--- src/core/rtc2_map.svh ---
`ifndef RTC2_MAP_SVH
`define RTC2_MAP_SVH

`define RTC2_CFG2_OFFSET    16'h0001
`define RTC2_STAGE_BASE     16'h0040
`define RTC2_CFG2_RESET     16'h0000

`define RTC2_TMO_SEL_HI     15
`define RTC2_TMO_SEL_LO     14
`define RTC2_STAGE_EN_BIT   13
`define RTC2_TT_LOAD_BIT    12

`define RTC2_TMO_SEL_150    2'h3
`define RTC2_TMO_SEL_125    2'h2
`define RTC2_TMO_SEL_100    2'h1

`define RTC2_CLK_MHZ        20
`define RTC2_TO_150_US      150
`define RTC2_TO_125_US      125
`define RTC2_TO_100_US      100
`define RTC2_TO_57_US       57
`define RTC2_TO_150_CYC     (`RTC2_TO_150_US * `RTC2_CLK_MHZ)
`define RTC2_TO_125_CYC     (`RTC2_TO_125_US * `RTC2_CLK_MHZ)
`define RTC2_TO_100_CYC     (`RTC2_TO_100_US * `RTC2_CLK_MHZ)
`define RTC2_TO_57_CYC      (`RTC2_TO_57_US * `RTC2_CLK_MHZ)

`define RTC2_STAGE_WORDS    32

`endif

--- src/core/rtc2_pkg.sv ---
package rtc2_pkg;

  typedef enum logic {
    RTC2_COLLECT,
    RTC2_BURST
  } rtc2_phase_t;

  typedef struct packed {
    logic [15:0] cfg;
    logic [11:0] to_cnt;
    logic        to_run;
    logic        to_err;
    logic        tt_load;
    logic [15:0] tt_val;
    logic        mem_we;
    logic [4:0]  mem_addr;
    logic [15:0] mem_data;
    logic [5:0]  stg_cnt;
    logic [4:0]  burst_idx;
    rtc2_phase_t phase;
    logic        msg_ok;
    logic [15:0] rdata;
  } rtc2_state_t;

endpackage

--- src/core/rtc2_stage_if.sv ---
`timescale 1ns/100ps
`default_nettype none
interface rtc2_stage_if;
  logic        wr_en;
  logic [4:0]  wr_idx;
  logic [15:0] wr_data;
  logic [4:0]  brd_idx;
  logic [15:0] brd_data;
  logic [4:0]  hrd_idx;
  logic [15:0] hrd_data;

  modport owner (output wr_en, wr_idx, wr_data, brd_idx, hrd_idx, input brd_data, hrd_data);
  modport store (input wr_en, wr_idx, wr_data, brd_idx, hrd_idx, output brd_data, hrd_data);
endinterface
`default_nettype wire

--- src/core/rtc2_config_reg.sv ---
// Notes on behaviour
// - sixteen bit host read write register
// - master reset clears; software reset keeps
// - select bits pick 150, 125, 100 us
// - select zero gives 57 us timeout
// - flag error if transmitter late
// - staging on: received words held in buffer
// - good message: staged words burst out
// - staging off: words written as received
// - host may read and write staging buffer
// - load bit rising copies utility to counter
// - load bit clears itself after load unless a software reset comes in the cycle after the load write
`include "rtc2_map.svh"
`timescale 1ns/100ps
`default_nettype none
module rtc2_config_reg
  import rtc2_pkg::*;
#(
  parameter int ADDR_W = 16
) (
  input  wire logic              ref_clk,
  input  wire logic              arst_n,
  input  wire logic              ce,
  input  wire logic              soft_reset,
  input  wire logic              host_sel,
  input  wire logic              host_wr,
  input  wire logic [ADDR_W-1:0] host_addr,
  input  wire logic [15:0]       host_wdata,
  output logic [15:0]            host_rdata,
  input  wire logic [15:0]       timetag_utility,
  output logic                   timetag_load,
  output logic [15:0]            timetag_load_value,
  input  wire logic              rtrt_wait_start,
  input  wire logic              rtrt_tx_begin,
  output logic                   rtrt_timeout_err,
  input  wire logic              msg_start,
  input  wire logic              rx_word_valid,
  input  wire logic [15:0]       rx_word_data,
  input  wire logic              msg_end_ok,
  input  wire logic              msg_end_err,
  output logic                   mem_wr_en,
  output logic [4:0]             mem_wr_addr,
  output logic [15:0]            mem_wr_data,
  output logic [15:0]            config_out
);

  rtc2_state_t  s_q;
  rtc2_state_t  s_d;
  rtc2_stage_if sif ();

  rtc2_stage_buf #(
    .WORDS (`RTC2_STAGE_WORDS)
  ) u_stage (
    .ref_clk (ref_clk),
    .arst_n  (arst_n),
    .ce      (ce),
    .sif     (sif)
  );

  logic        cfg_hit;
  logic        stg_hit;
  logic        host_rd;
  logic [11:0] to_limit;
  logic [15:0] rd_mux;
  logic        stg_full;
  logic        burst_last;
  logic        to_expired;

  // named views of the register fields used by the receive and time tag load logic
  logic [1:0]  rtrt_timeout_select;
  logic        receive_staging_enable;
  logic        timetag_load_strobe;

  assign cfg_hit                = host_sel && (host_addr == ADDR_W'(`RTC2_CFG2_OFFSET));
  assign stg_hit                = host_sel && (host_addr[ADDR_W-1:5] == (ADDR_W-5)'(`RTC2_STAGE_BASE >> 5));
  assign host_rd                = host_sel && !host_wr;
  assign rtrt_timeout_select    = s_q.cfg[`RTC2_TMO_SEL_HI:`RTC2_TMO_SEL_LO];
  assign receive_staging_enable = s_q.cfg[`RTC2_STAGE_EN_BIT];
  assign timetag_load_strobe    = s_q.cfg[`RTC2_TT_LOAD_BIT];
  // words past the buffer depth are dropped rather than wrapping onto word zero
  assign stg_full               = s_q.stg_cnt >= 6'(`RTC2_STAGE_WORDS);
  assign burst_last             = {1'b0, s_q.burst_idx} == (s_q.stg_cnt - 6'h01);
  assign to_expired             = s_q.to_run && (s_q.to_cnt == 12'h000);

  always_comb begin
    unique case (rtrt_timeout_select)
      `RTC2_TMO_SEL_150: to_limit = 12'(`RTC2_TO_150_CYC);
      `RTC2_TMO_SEL_125: to_limit = 12'(`RTC2_TO_125_CYC);
      `RTC2_TMO_SEL_100: to_limit = 12'(`RTC2_TO_100_CYC);
      default:           to_limit = 12'(`RTC2_TO_57_CYC);
    endcase
  end

  // unmapped reads return zero so the host never sees a stale word
  always_comb begin
    if (cfg_hit) begin
      rd_mux = s_q.cfg;
    end else if (stg_hit) begin
      rd_mux = sif.hrd_data;
    end else begin
      rd_mux = 16'h0000;
    end
  end

  always_comb begin
    s_d          = s_q;
    s_d.to_err   = 1'b0;
    s_d.tt_load  = 1'b0;
    s_d.mem_we   = 1'b0;
    sif.wr_en    = 1'b0;
    sif.wr_idx   = s_q.stg_cnt[4:0];
    sif.wr_data  = rx_word_data;
    sif.brd_idx  = s_q.burst_idx;
    sif.hrd_idx  = host_addr[4:0];

    // host access to the register; lower bits are plain storage
    if (cfg_hit && host_wr) begin
      s_d.cfg = host_wdata;
      if (host_wdata[`RTC2_TT_LOAD_BIT] && !timetag_load_strobe) begin
        s_d.tt_load = 1'b1;
        s_d.tt_val  = timetag_utility;
      end
    end
    // unless a software reset falls in the cycle after the write, the load bit stands for one cycle and only a read in that cycle sees it set
    if (s_q.tt_load) begin
      s_d.cfg[`RTC2_TT_LOAD_BIT] = 1'b0;
    end
    if (host_rd) begin
      s_d.rdata = rd_mux;
    end

    // rt-rt receive no-response timer
    if (rtrt_wait_start) begin
      s_d.to_run = 1'b1;
      s_d.to_cnt = to_limit - 12'h001;
    end else if (s_q.to_run) begin
      if (rtrt_tx_begin) begin
        s_d.to_run = 1'b0;
      end else if (to_expired) begin
        s_d.to_run = 1'b0;
        s_d.to_err = 1'b1;
      end else begin
        s_d.to_cnt = s_q.to_cnt - 12'h001;
      end
    end

    // receive data path
    unique case (s_q.phase)
      RTC2_COLLECT: begin
        if (msg_start) begin
          s_d.stg_cnt = 6'h00;
        end else if (rx_word_valid && !stg_full) begin
          s_d.stg_cnt = s_q.stg_cnt + 6'h01;
          if (receive_staging_enable) begin
            sif.wr_en = 1'b1;
          end else begin
            s_d.mem_we   = 1'b1;
            s_d.mem_addr = s_q.stg_cnt[4:0];
            s_d.mem_data = rx_word_data;
          end
        end else if (msg_end_err) begin
          s_d.stg_cnt = 6'h00;
        end else if (msg_end_ok && receive_staging_enable && s_q.stg_cnt != 6'h00) begin
          s_d.phase     = RTC2_BURST;
          s_d.burst_idx = 5'h00;
        end
      end
      RTC2_BURST: begin
        // one word a cycle; receive inputs are ignored until the burst drains
        s_d.mem_we    = 1'b1;
        s_d.mem_addr  = s_q.burst_idx;
        s_d.mem_data  = sif.brd_data;
        s_d.burst_idx = s_q.burst_idx + 5'h01;
        if (burst_last) begin
          s_d.phase   = RTC2_COLLECT;
          s_d.stg_cnt = 6'h00;
        end
      end
    endcase

    // host writes to the staging buffer yield to arriving words
    if (stg_hit && host_wr && !sif.wr_en) begin
      sif.wr_en   = 1'b1;
      sif.wr_idx  = host_addr[4:0];
      sif.wr_data = host_wdata;
    end

    // software reset stops traffic but leaves the configuration alone
    if (soft_reset) begin
      s_d.to_run  = 1'b0;
      s_d.to_err  = 1'b0;
      s_d.mem_we  = 1'b0;
      s_d.stg_cnt = 6'h00;
      s_d.phase   = RTC2_COLLECT;
      s_d.cfg     = s_q.cfg;
      s_d.tt_load = 1'b0;
    end
  end

  always_ff @(posedge ref_clk or negedge arst_n) begin
    if (!arst_n) begin
      s_q       <= '0;
      s_q.cfg   <= `RTC2_CFG2_RESET;
      s_q.phase <= RTC2_COLLECT;
    end else if (ce) begin
      s_q <= s_d;
    end
  end

  assign host_rdata         = s_q.rdata;
  assign timetag_load       = s_q.tt_load;
  assign timetag_load_value = s_q.tt_val;
  assign rtrt_timeout_err   = s_q.to_err;
  assign mem_wr_en          = s_q.mem_we;
  assign mem_wr_addr        = s_q.mem_addr;
  assign mem_wr_data        = s_q.mem_data;
  assign config_out         = s_q.cfg;

endmodule
`default_nettype wire

--- src/core/rtc2_stage_buf.sv ---
`timescale 1ns/100ps
`default_nettype none
module rtc2_stage_buf
  import rtc2_pkg::*;
#(
  parameter int WORDS = 32
) (
  input  wire logic   ref_clk,
  input  wire logic   arst_n,
  input  wire logic   ce,
  rtc2_stage_if.store sif
);

  typedef struct packed {
    logic [WORDS-1:0][15:0] mem;
  } rtc2_buf_state_t;

  rtc2_buf_state_t s_q;
  rtc2_buf_state_t s_d;

  always_comb begin
    s_d = s_q;
    if (sif.wr_en) begin
      s_d.mem[sif.wr_idx] = sif.wr_data;
    end
  end

  // reads are from flops, so both ports see stored data without extra latency
  assign sif.brd_data = s_q.mem[sif.brd_idx];
  assign sif.hrd_data = s_q.mem[sif.hrd_idx];

  always_ff @(posedge ref_clk or negedge arst_n) begin
    if (!arst_n) begin
      s_q <= '0;
    end else if (ce) begin
      s_q <= s_d;
    end
  end

endmodule
`default_nettype wire

--- config.mk ---
export PLATFORM = sky130hd
export DESIGN_NAME = rtc2_config_reg
export DESIGN_NICKNAME = d
export VERILOG_FILES = /design/src/core/rtc2_pkg.sv /design/src/core/rtc2_stage_if.sv /design/src/core/rtc2_config_reg.sv /design/src/core/rtc2_stage_buf.sv
export VERILOG_INCLUDE_DIRS = /design/src /design/src/core
export SDC_FILE = /design/constraint.sdc
export NUM_CORES = 1
export LEC_CHECK = 0
export BUFFER_PORTS_ARGS = -buffer_cell sky130_fd_sc_hd__buf_2
export CAP_MARGIN = 25
export CELL_PAD_IN_SITES_DETAIL_PLACEMENT = 1
export CELL_PAD_IN_SITES_GLOBAL_PLACEMENT = 1
export CORE_ASPECT_RATIO = 2
export CORE_MARGIN = 3
export CORE_UTILIZATION = 51
export DETAILED_ROUTE_END_ITERATION = 7
export MAX_ROUTING_LAYER = met4
export PLACE_DENSITY_LB_ADDON = 0.1
export SLEW_MARGIN = 20
export SYNTH_ARGS = -nofsm -noshare
export SYNTH_HDL_FRONTEND = slang
export SYNTH_HIERARCHICAL = 1
export SYNTH_SLANG_ARGS = --single-unit
export TNS_END_PERCENT = 100
--- constraint.sdc ---
create_clock -name ref_clk -period 4.4 [get_ports ref_clk]
set_clock_uncertainty 0.2 [all_clocks]
set_input_delay 0.44 -clock ref_clk [delete_from_list [all_inputs] [get_ports ref_clk]]
set_output_delay 0.44 -clock ref_clk [all_outputs]
set_load 0.02 [all_outputs]
After elaboration in Yosys (flattened, before gate mapping)
Index checks and enable logic that the tools add are counted.
- $add $sub $neg: 5
- $lt $le $gt $ge: 5
- equal/unequal tests: 16
- muxes and demuxes: 46
- bitwise operators: 2
- reductions and logical operators: 29
- operators by type and width (cell ; number):
    $bwmux W512 ; 1
    $bmux W16 S5 ; 2
    $mux W16 ; 6
    $demux W16 S5 ; 1
    $pmux W34 S2 ; 1
    $mux W22 ; 3
    $mux W6 ; 9
    $pmux W12 S3 ; 1
    $mux W17 ; 2
    $mux W13 ; 2
    $mux W12 ; 2
    $sub A12 B1 Y12 const B ; 2
    $lt A5 B6 Y1 const B ; 3
    $eq A16 B1 Y1 const B ; 1
    $ne A2 B2 Y1 const B ; 8
    $mux W14 ; 1
    $logic_and A1 B1 Y1 ; 12
    $logic_not A12 Y1 ; 1
    $mux W1 ; 12
    $reduce_and A3 Y1 ; 4
    $eq A11 B2 Y1 const B ; 1
    $reduce_and A4 Y1 ; 2
    $add A6 B1 Y6 const B ; 1
    $eq A5 B6 Y1 ; 1
    other kinds (17) ; 24
- register bits: 609
- input port bits: 76
- output and inout bits: 72

Depth between registers and ports, before layout
Gate-level depths: netlist (run 1).
- depth after elaboration: 14
- gate-level depth with buffers: 13

By module
The synthesis (run 1) kept the hierarchy.
- modules (own cells, without submodules) (module ; instances ; cells each ; area an instance (um^2)):
    rtc2_stage_buf ; 1 ; 2302 ; 28187.0
    rtc2_config_reg ; 1 ; 579 ; 5606.6

Least setup slack after synthesis (run 1)
OpenSTA, ideal clock, no wires.
- path type: in2reg
- from: input port host_addr[10]
- to: register u_stage/s_q[341] (netlist name)
- setup time: 125 ps
- data arrival time: 3243 ps
- data required time: 4075 ps
- setup slack: 832 ps
- stages: 10
- buffers on the path: 3
- path through: nor4b_1 nand4_1 nor2_1 buf_1 mux2_2 buf_2 nand3b_1 nor2_2 buf_4 mux2_2
- longest elaborated chain between the ends: 10
- elaborated cells between the ends (all ways): 14
- ends and longest elaborated chain (element ; RTL line ; RTL):
    from (decl) ; rtc2_config_reg.sv:27 ; input wire logic [ADDR_W-1:0] host_addr,
    $eq A11 B2 Y1 (*) ; rtc2_config_reg.sv:75 ; assign stg_hit = host_sel && (host_addr[ADDR_W-1:5] == (ADDR_W-5)'(`RTC2_STAGE_BASE >> 5));
    $logic_and A1 B1 Y1 (*) ; rtc2_config_reg.sv:75 ;
    $logic_and A1 B1 Y1 (*) (2 in series) ; rtc2_config_reg.sv:182 ; if (stg_hit && host_wr && !sif.wr_en) begin
    $mux W5 (*) ; rtc2_config_reg.sv:182 ;
    net sif.wr_idx[3] ; rtc2_stage_if.sv:5 ; logic [4:0] wr_idx;
    $lt A5 B6 Y1 (not written as such) / $ge A5 B1 Y1 (equally long branches) ; rtc2_stage_buf.sv:24 ; s_d.mem[sif.wr_idx] = sif.wr_data;
    $logic_and A1 B1 Y1 (not written as such) ; rtc2_stage_buf.sv:24 ;
    $mux W16 (not written as such) ; rtc2_stage_buf.sv:24 ;
    $demux W16 S5 (*) ; -- ;
    $bwmux W512 (*) ; rtc2_stage_buf.sv:24 ;
    to (signal assigned) ; rtc2_stage_buf.sv:34 ; s_q <= '0;
    to (signal assigned) ; rtc2_stage_buf.sv:36 ; s_q <= s_d;
    to (decl) ; rtc2_stage_buf.sv:18 ; rtc2_buf_state_t s_q;
Mark *: on every way through the listed nets, which the timed path passes. The rest lies on a longest branch.
A chain may end at the register's enable or synchronous reset.

Worst setup path in the final report (run 1)
- from: input port host_wr
- to: register u_stage/s_q[452] (netlist name)
- longest elaborated chain between the ends: 8
- elaborated cells between the ends (all ways): 12
- ends and longest elaborated chain (element ; RTL line ; RTL):
    from (decl) ; rtc2_config_reg.sv:26 ; input wire logic host_wr,
    $logic_and A1 B1 Y1 (*) (2 in series) ; rtc2_config_reg.sv:182 ;
    $mux W5 (*) ; rtc2_config_reg.sv:182 ;
    net sif.wr_idx[1] ; rtc2_stage_if.sv:5 ;
    $lt A5 B6 Y1 (not written as such) / $ge A5 B1 Y1 (equally long branches) ; rtc2_stage_buf.sv:24 ;
    $logic_and A1 B1 Y1 (not written as such) ; rtc2_stage_buf.sv:24 ;
    $mux W16 (not written as such) ; rtc2_stage_buf.sv:24 ;
    $demux W16 S5 (*) ; -- ;
    $bwmux W512 (*) ; rtc2_stage_buf.sv:24 ;
Marked as above.

==> results of run 1 <==
[what timing repair did]
action	4_1_cts	5_1_grt
gates resized for setup	0	0
hold endpoints to repair	135	0
setup buffers	0	0
hold buffers	51	0
[stage by stage]
stage / utilization [%] / total power [mW] / worst slack (ns) / instances / hold WS (ns)
2_1_floorplan: - / 8.94 / 0.832 / 2881 / -0.0556
3_3_place_gp: 53.8 / 10.7 / 0.514 / 3684 / 0.259
3_5_place_dp: 53.8 / 10.7 / 0.440 / 3684 / 0.265
4_1_cts: 57.4 / 15.8 / 0.934 / 3837 / 0.00212
5_1_grt: 57.4 / 16.3 / 0.790 / 3838 / 0.0547
6_report: 57.4 / 15.7 / 0.908 / 3838 / 0.0350
[synthesized netlist by cell type (5+ instances only)]
master | number | area, sq um
a21oi_1 | 90 | 450
nor2_1 | 27 | 101
buf_4 | 98 | 736
mux2_2 | 558 | 6280
nand3b_1 | 6 | 45.0
nand4_1 | 36 | 225
o22ai_1 | 45 | 282
a31oi_1 | 35 | 219
o31ai_1 | 6 | 45.0
mux2i_1 | 514 | 5140
inv_1 | 16 | 60.1
nor2_2 | 7 | 43.8
buf_1 | 5 | 18.8
clkbuf_1 | 118 | 443
nor2b_1 | 14 | 87.6
nor2_4 | 9 | 101
dfrtp_1 | 609 | 15200
ha_1 | 12 | 150
nor3_1 | 45 | 225
nand2b_1 | 10 | 62.6
a22oi_1 | 146 | 1100
nand3_1 | 79 | 395
a22o_1 | 67 | 587
buf_2 | 97 | 485
o21ai_0 | 41 | 205
nand2_1 | 122 | 458
[critical path: stages]
cell and delay [ns]:
dlygate4sd3_1 0.52, buf_2 0.16, nand4_1 0.27, nor2_2 0.41
mux2_2 0.43, or3_1 0.59, nor2_4 0.54, mux2_2 0.42
[registers in the layout, indices dropped and copies added (netlist names)]
signal              count
timetag_load            1
timetag_load_value     16
mem_wr_addr             5
host_rdata             16
sif.brd_idx             5
s_q                    20
mem_wr_data            16
config_out             16
rtrt_timeout_err        1
u_stage/s_q           512
mem_wr_en               1
[kinds of logic after synthesis]
kind of cell,synth area share (%)
multiplexers,34.0
buffers and inverters,5.29
AO/OA/AOI/OAI,8.93
XOR/XNOR,0.156
adder cells (fa/ha/maj),0.444
AND/OR/NAND/NOR,6.13
flip-flops,45.1
[cell type report]
cell class / count / area, sq um
clock buffer: 84 / 1660
clock inverter: 18 / 154
fill: 6696 / 27800
inverter: 16 / 60.1
multi-input combinational: 1934 / 16800
sequential: 609 / 15200
tap: 871 / 1090
timing repair buffer: 306 / 2390
[per-layer routing]
layer  part of all wire, %  track usage, %  vias up
li1                      -               -    10700
met1                    37            35.3    13000
met2                    53            59.5      805
met3                   4.2            3.36      327
met4                   6.1            17.1        0
met5                     0               -        -
[worst paths after layout]
kind	from	to	slack [ns]	cells past startpoint
max	host_wr	u_stage/s_q[452]$_DFFE_PN0P_	0.91	8
max reg2reg	s_q[28]$_DFFE_PN0P_	u_stage/s_q[452]$_DFFE_PN0P_	0.91	9
min reg2reg	host_rdata[9]$_DFFE_PN0P_	host_rdata[9]$_DFFE_PN0P_	0.28	2
min in group asynchronous	arst_n	s_q[27]$_DFFE_PN0P_	0.24	2
max in group asynchronous	arst_n	u_stage/s_q[439]$_DFFE_PN0P_	2.73	3
min	rtrt_wait_start	s_q[69]$_DFFE_PN0P_	0.03	3
[where the power goes]
part           internal (mW)  leakage (nW)  switching, mW
clock                   2.71         0.902           2.24
combinational           1.71          8.69           3.04
sequential              5.72          8.42          0.278
==> run_results.csv, run 1 <==
group,metric,value,unit
route,num_vias,24800,
logic_synthesis,synth_nets,2969,
global_route,antenna_found_initial,0,
global_route,grt_usage,32.8,%
sta,setup_viol,0,
route,drt-total-wl,113000,microns
logic_synthesis,ys_seq_elements,609,
logic_synthesis,seq_area_frac_synth,45.1,%
critical_path,endpoint_kind,"register",
finish,fin_area,0.0374,sq mm
route,dr.first_iter.drc_count,1349,
clock_tree,cts_buffers,56,
placed_design,dp_hpwl,75100,microns
min_path,hold_class,"in -> reg",
placed_design,place_area,0.0351,sq mm
critical_path,critPathMaxFanout,16,
sta,slew_headroom,37.6,%
power_and_ir_drop,leakagePower,18.0,nW
floorplan,core_area,0.0652,sq mm
finish,syn2layout_area_growth,10.8,%
clock_tree,clk_pin_slew_worst_paths,0.07,ns
floorplan,die_width,188,microns
sta,fmax,286,MHz
sta,min_period,3.49,ns
finish,finalNetCount,3011,
finish,drive_gt1_share,32.0,%
logic_synthesis,async_reset_ff_share,100,%
logic_synthesis,ys_types,58,
route,drtAntennaViolNets,0,
clock_tree,cts_tree,"built",
logic_synthesis,yosysWarningCount,6,
global_route,grt_max_degree,96,
critical_path,critical_path_required,4.70,ns
logic_synthesis,synth_ff_type,"dfrtp_1",
logic_synthesis,synth.avg_cell_area,11.7,sq um
global_route,grt-ovfl-total,0,
finish,antenna_cells,0,
floorplan,die_area,0.0696,sq mm
clock_tree,cts-root-buf,"clkbuf_16",
route,wl_per_cell,29.4,microns
clock_tree,clockBufferDepth,3,
sta,period_share,79.4,%
floorplan,rows,132,
global_route,grt_pass1_wl,170000,microns
logic_synthesis,synth_edf_count,0,
global_route,grt_pass1_vias,27600,
route,vias_per_cell,6.46,
finish,layout_common_cells,"dfrtp_1 (608), mux2_2 (558), mux2i_1 (514)",
sta,setup_tns,0,ns
clock_tree,clock_sinks,609,
floorplan,dieHeight,370,microns
critical_path,arrival,3.79,ns
finish,final_common_cell,"dfrtp_1",
floorplan,io_pins,148,
power_and_ir_drop,powerDensity,420,mW/mm^2
sta,finalHoldViolCount,0,
sta,report.final.slew_viol_count,0,
run,max_cap_violations,0,
sta,rsz0062_at_grt,"false",
power_and_ir_drop,peakVddDrop,0.000315,V
clock_tree,insertion_delay,0.62,ns
logic_synthesis,netlist_area,0.0338,sq mm
clock_tree,htree_levels,2,
placed_design,gp_congestion,0.908,
run_status,status,"completed",
floorplan,start_util,51.8,%
sta,tightestPinTransition,0.935,ns
logic_synthesis,synthCells,2881,
placed_design,port-buffer-count,147,
route,drc,0,
critical_path,start_kind,"input port",
route,first_pass_iters,5,
critical_path,critical_path_class,"in -> reg",
Power figures use the tool's default switching activity.
==> run 2, diff against run 1 <==
--- a/config.mk
+++ b/config.mk
@@ -12,7 +12,7 @@
 export CELL_PAD_IN_SITES_GLOBAL_PLACEMENT = 1
 export CORE_ASPECT_RATIO = 2
 export CORE_MARGIN = 3
-export CORE_UTILIZATION = 51
+export CORE_UTILIZATION = 46
 export DETAILED_ROUTE_END_ITERATION = 7
 export MAX_ROUTING_LAYER = met4
 export PLACE_DENSITY_LB_ADDON = 0.1
==> constraint.sdc (replaced) <==
create_clock -name ref_clk -period 3.03 [get_ports ref_clk]
set_clock_uncertainty 0.2 [all_clocks]
set_input_delay 0.303 -clock ref_clk [delete_from_list [all_inputs] [get_ports ref_clk]]
set_output_delay 0.303 -clock ref_clk [all_outputs]
set_load 0.02 [all_outputs]
==> run 2 against run 1 <==
Net effect:
- power is 47% higher
- non-clock buffer count rose by 80
- count of clock-buffer cells in the layout rose by 4
- sequential share of layout area is 1.4 points lower
- critical path depth rose by 3
- flip-flop and latch count stayed put
- clock power is 45% higher
- hold slack better by 0.012 ns
- largest cell class unchanged
==> run_results.csv, run 2 (synthesis gave the netlist of run 1 again) <==
group,metric,value,unit
placed_design,dp_hpwl,78200,microns
clock_tree,cts-root-buf,"clkbuf_16",
route,vias_per_cell,6.26,
sta,tightestPinTransition,0.857,ns
route,dr.first_iter.drc_count,1179,
global_route,grt_max_degree,78,
sta,slew_headroom,42.7,%
floorplan,dieHeight,389,microns
finish,syn2layout_area_growth,14.7,%
finish,top_register,"u_stage/s_q",
floorplan,io_pins,148,
global_route,antenna_found_initial,0,
critical_path,r2r_slack,0.08,ns
placed_design,port-buffer-count,147,
critical_path,critPathMaxFanout,16,
route,first_pass_iters,5,
route,drt-total-wl,113000,microns
sta,report.final.slew_viol_count,0,
clock_tree,clk_pin_slew_worst_paths,0.07,ns
clock_tree,clock_sinks,609,
clock_tree,cts_tree,"built",
clock_tree,insertion_delay,0.64,ns
finish,multi_input_area,0.0169,sq mm
critical_path,critical_path_required,3.34,ns
sta,period_share,97.3,%
finish,fillCellCount,7453,
power_and_ir_drop,p_total,23.1,mW
sta,rsz0062_at_grt,"false",
power_and_ir_drop,leakagePower,18.6,nW
placed_design,dp.cells,3811,
finish,final_common_cell,"dfrtp_1",
critical_path,critical_path_class,"reg -> reg",
sta,holdWs,0.0472,ns
finish,drive_gt1_share,33.7,%
finish,seqCellArea,0.0152,sq mm
finish,fin_area,0.0388,sq mm
floorplan,die_width,198,microns
placed_design,place_area,0.0364,sq mm
clock_tree,cts_buffers,57,
global_route,grt_usage,29.8,%
run,max_cap_violations,0,
clock_tree,htree_levels,2,
finish,layout_top_registers,"u_stage/s_q (512), s_q (20)",
placed_design,gp_congestion,0.910,
route,num_vias,24900,
critical_path,start_kind,"register",
power_and_ir_drop,peakVddDrop,0.000418,V
min_path,hold_class,"in -> async",
run_status,status,"completed",
sta,min_period,2.95,ns
floorplan,die_area,0.0769,sq mm
finish,finalNetCount,3092,
route,drtAntennaViolNets,0,
finish,largest_reg_flops,512,
floorplan,start_util,46.4,%
clock_tree,clockBufferDepth,3,
route,drc,0,
global_route,grt_pass1_wl,170000,microns
finish,antenna_cells,0,
finish,stdcell_count,3973,
floorplan,core_area,0.0729,sq mm
global_route,grt_pass1_vias,27700,
finish,utilization,53.2,%
sta,setup_viol,0,
critical_path,endpoint_kind,"register",
sta,finalHoldViolCount,0,
sta,fmax,339,MHz
critical_path,arrival,3.26,ns
finish,layout_common_cells,"dfrtp_1 (608), mux2_2 (558), mux2i_1 (514)",
route,wl_per_cell,28.5,microns
floorplan,rows,140,
global_route,grt-ovfl-total,0,
power_and_ir_drop,powerDensity,596,mW/mm^2
[run 2: timing repair]
action,CTS,global route
hold buffers,56,0
endpoints found under the setup margin,60,141
pin swaps,1,1
resized for setup,1,3
setup buffers,0,1
hold endpoints to repair,345,0
[run 2: final cells by class]
| cell class | count | share of cell area (%) |
|---|---|---|
| timing repair buffer | 386 | 9.26 |
| clock inverter | 17 | 0.374 |
| clock buffer | 88 | 4.32 |
| multi-input combinational | 1934 | 43.6 |
| tap | 923 | 2.98 |
| sequential | 609 | 39.3 |
| inverter | 16 | 0.155 |
[run 2: path summary, 6_finish.rpt]
check,from,to,cells past startpoint
setup / recovery,s_q[28]$_DFFE_PN0P_,u_stage/s_q[322]$_DFFE_PN0P_,11
hold reg to reg,host_rdata[9]$_DFFE_PN0P_,host_rdata[9]$_DFFE_PN0P_,2
setup reg to reg,s_q[28]$_DFFE_PN0P_,u_stage/s_q[322]$_DFFE_PN0P_,11
min in group ref_clk,soft_reset,s_q[69]$_DFFE_PN0P_,4
max in group asynchronous,arst_n,u_stage/s_q[96]$_DFFE_PN0P_,3
hold / removal,arst_n,u_stage/s_q[130]$_DFFE_PN0P_,2
[run 2: layer usage]
layer  share of wire (%)  GRT usage, %  up-vias
met5                   0             -        -
met4                 5.5          14.4        0
met3                 3.5          3.17      300
met2                  54          54.8      666
met1                  37          31.7    13000
li1                    -             -    10900
[run 2: worst max-delay path: stages, from the launching register on]
cell     delay [ns]
dfrtp_1        0.44
nor2b_2        0.19
nand3_2        0.12
nand2_1        0.11
nor2_2         0.04
buf_4          0.16
mux2_2         0.33
or3_1          0.36
buf_4          0.19
nor2_4         0.13
buf_12         0.18
mux2_2         0.36
[run 2: where the power goes]
part | switching (mW) | internal [mW] | total (mW) | leakage [nW]
registers | 0.255 | 8.31 | 8.56 | 8.42
clock network | 3.25 | 3.96 | 7.21 | 0.899
logic | 4.58 | 2.75 | 7.32 | 9.29
total | 8.08 | 15.0 | 23.1 | 18.6
[run 2: metrics by stage]
stage / setup slack, ns / setup TNS (ns)
finish: 0.0829 / 0
global route: 0.0245 / 0
CTS: 0.00739 / 0
detailed placement: -0.0941 / -5.30
global placement: -0.0529 / -2.54
floorplan: 0.00257 / 0
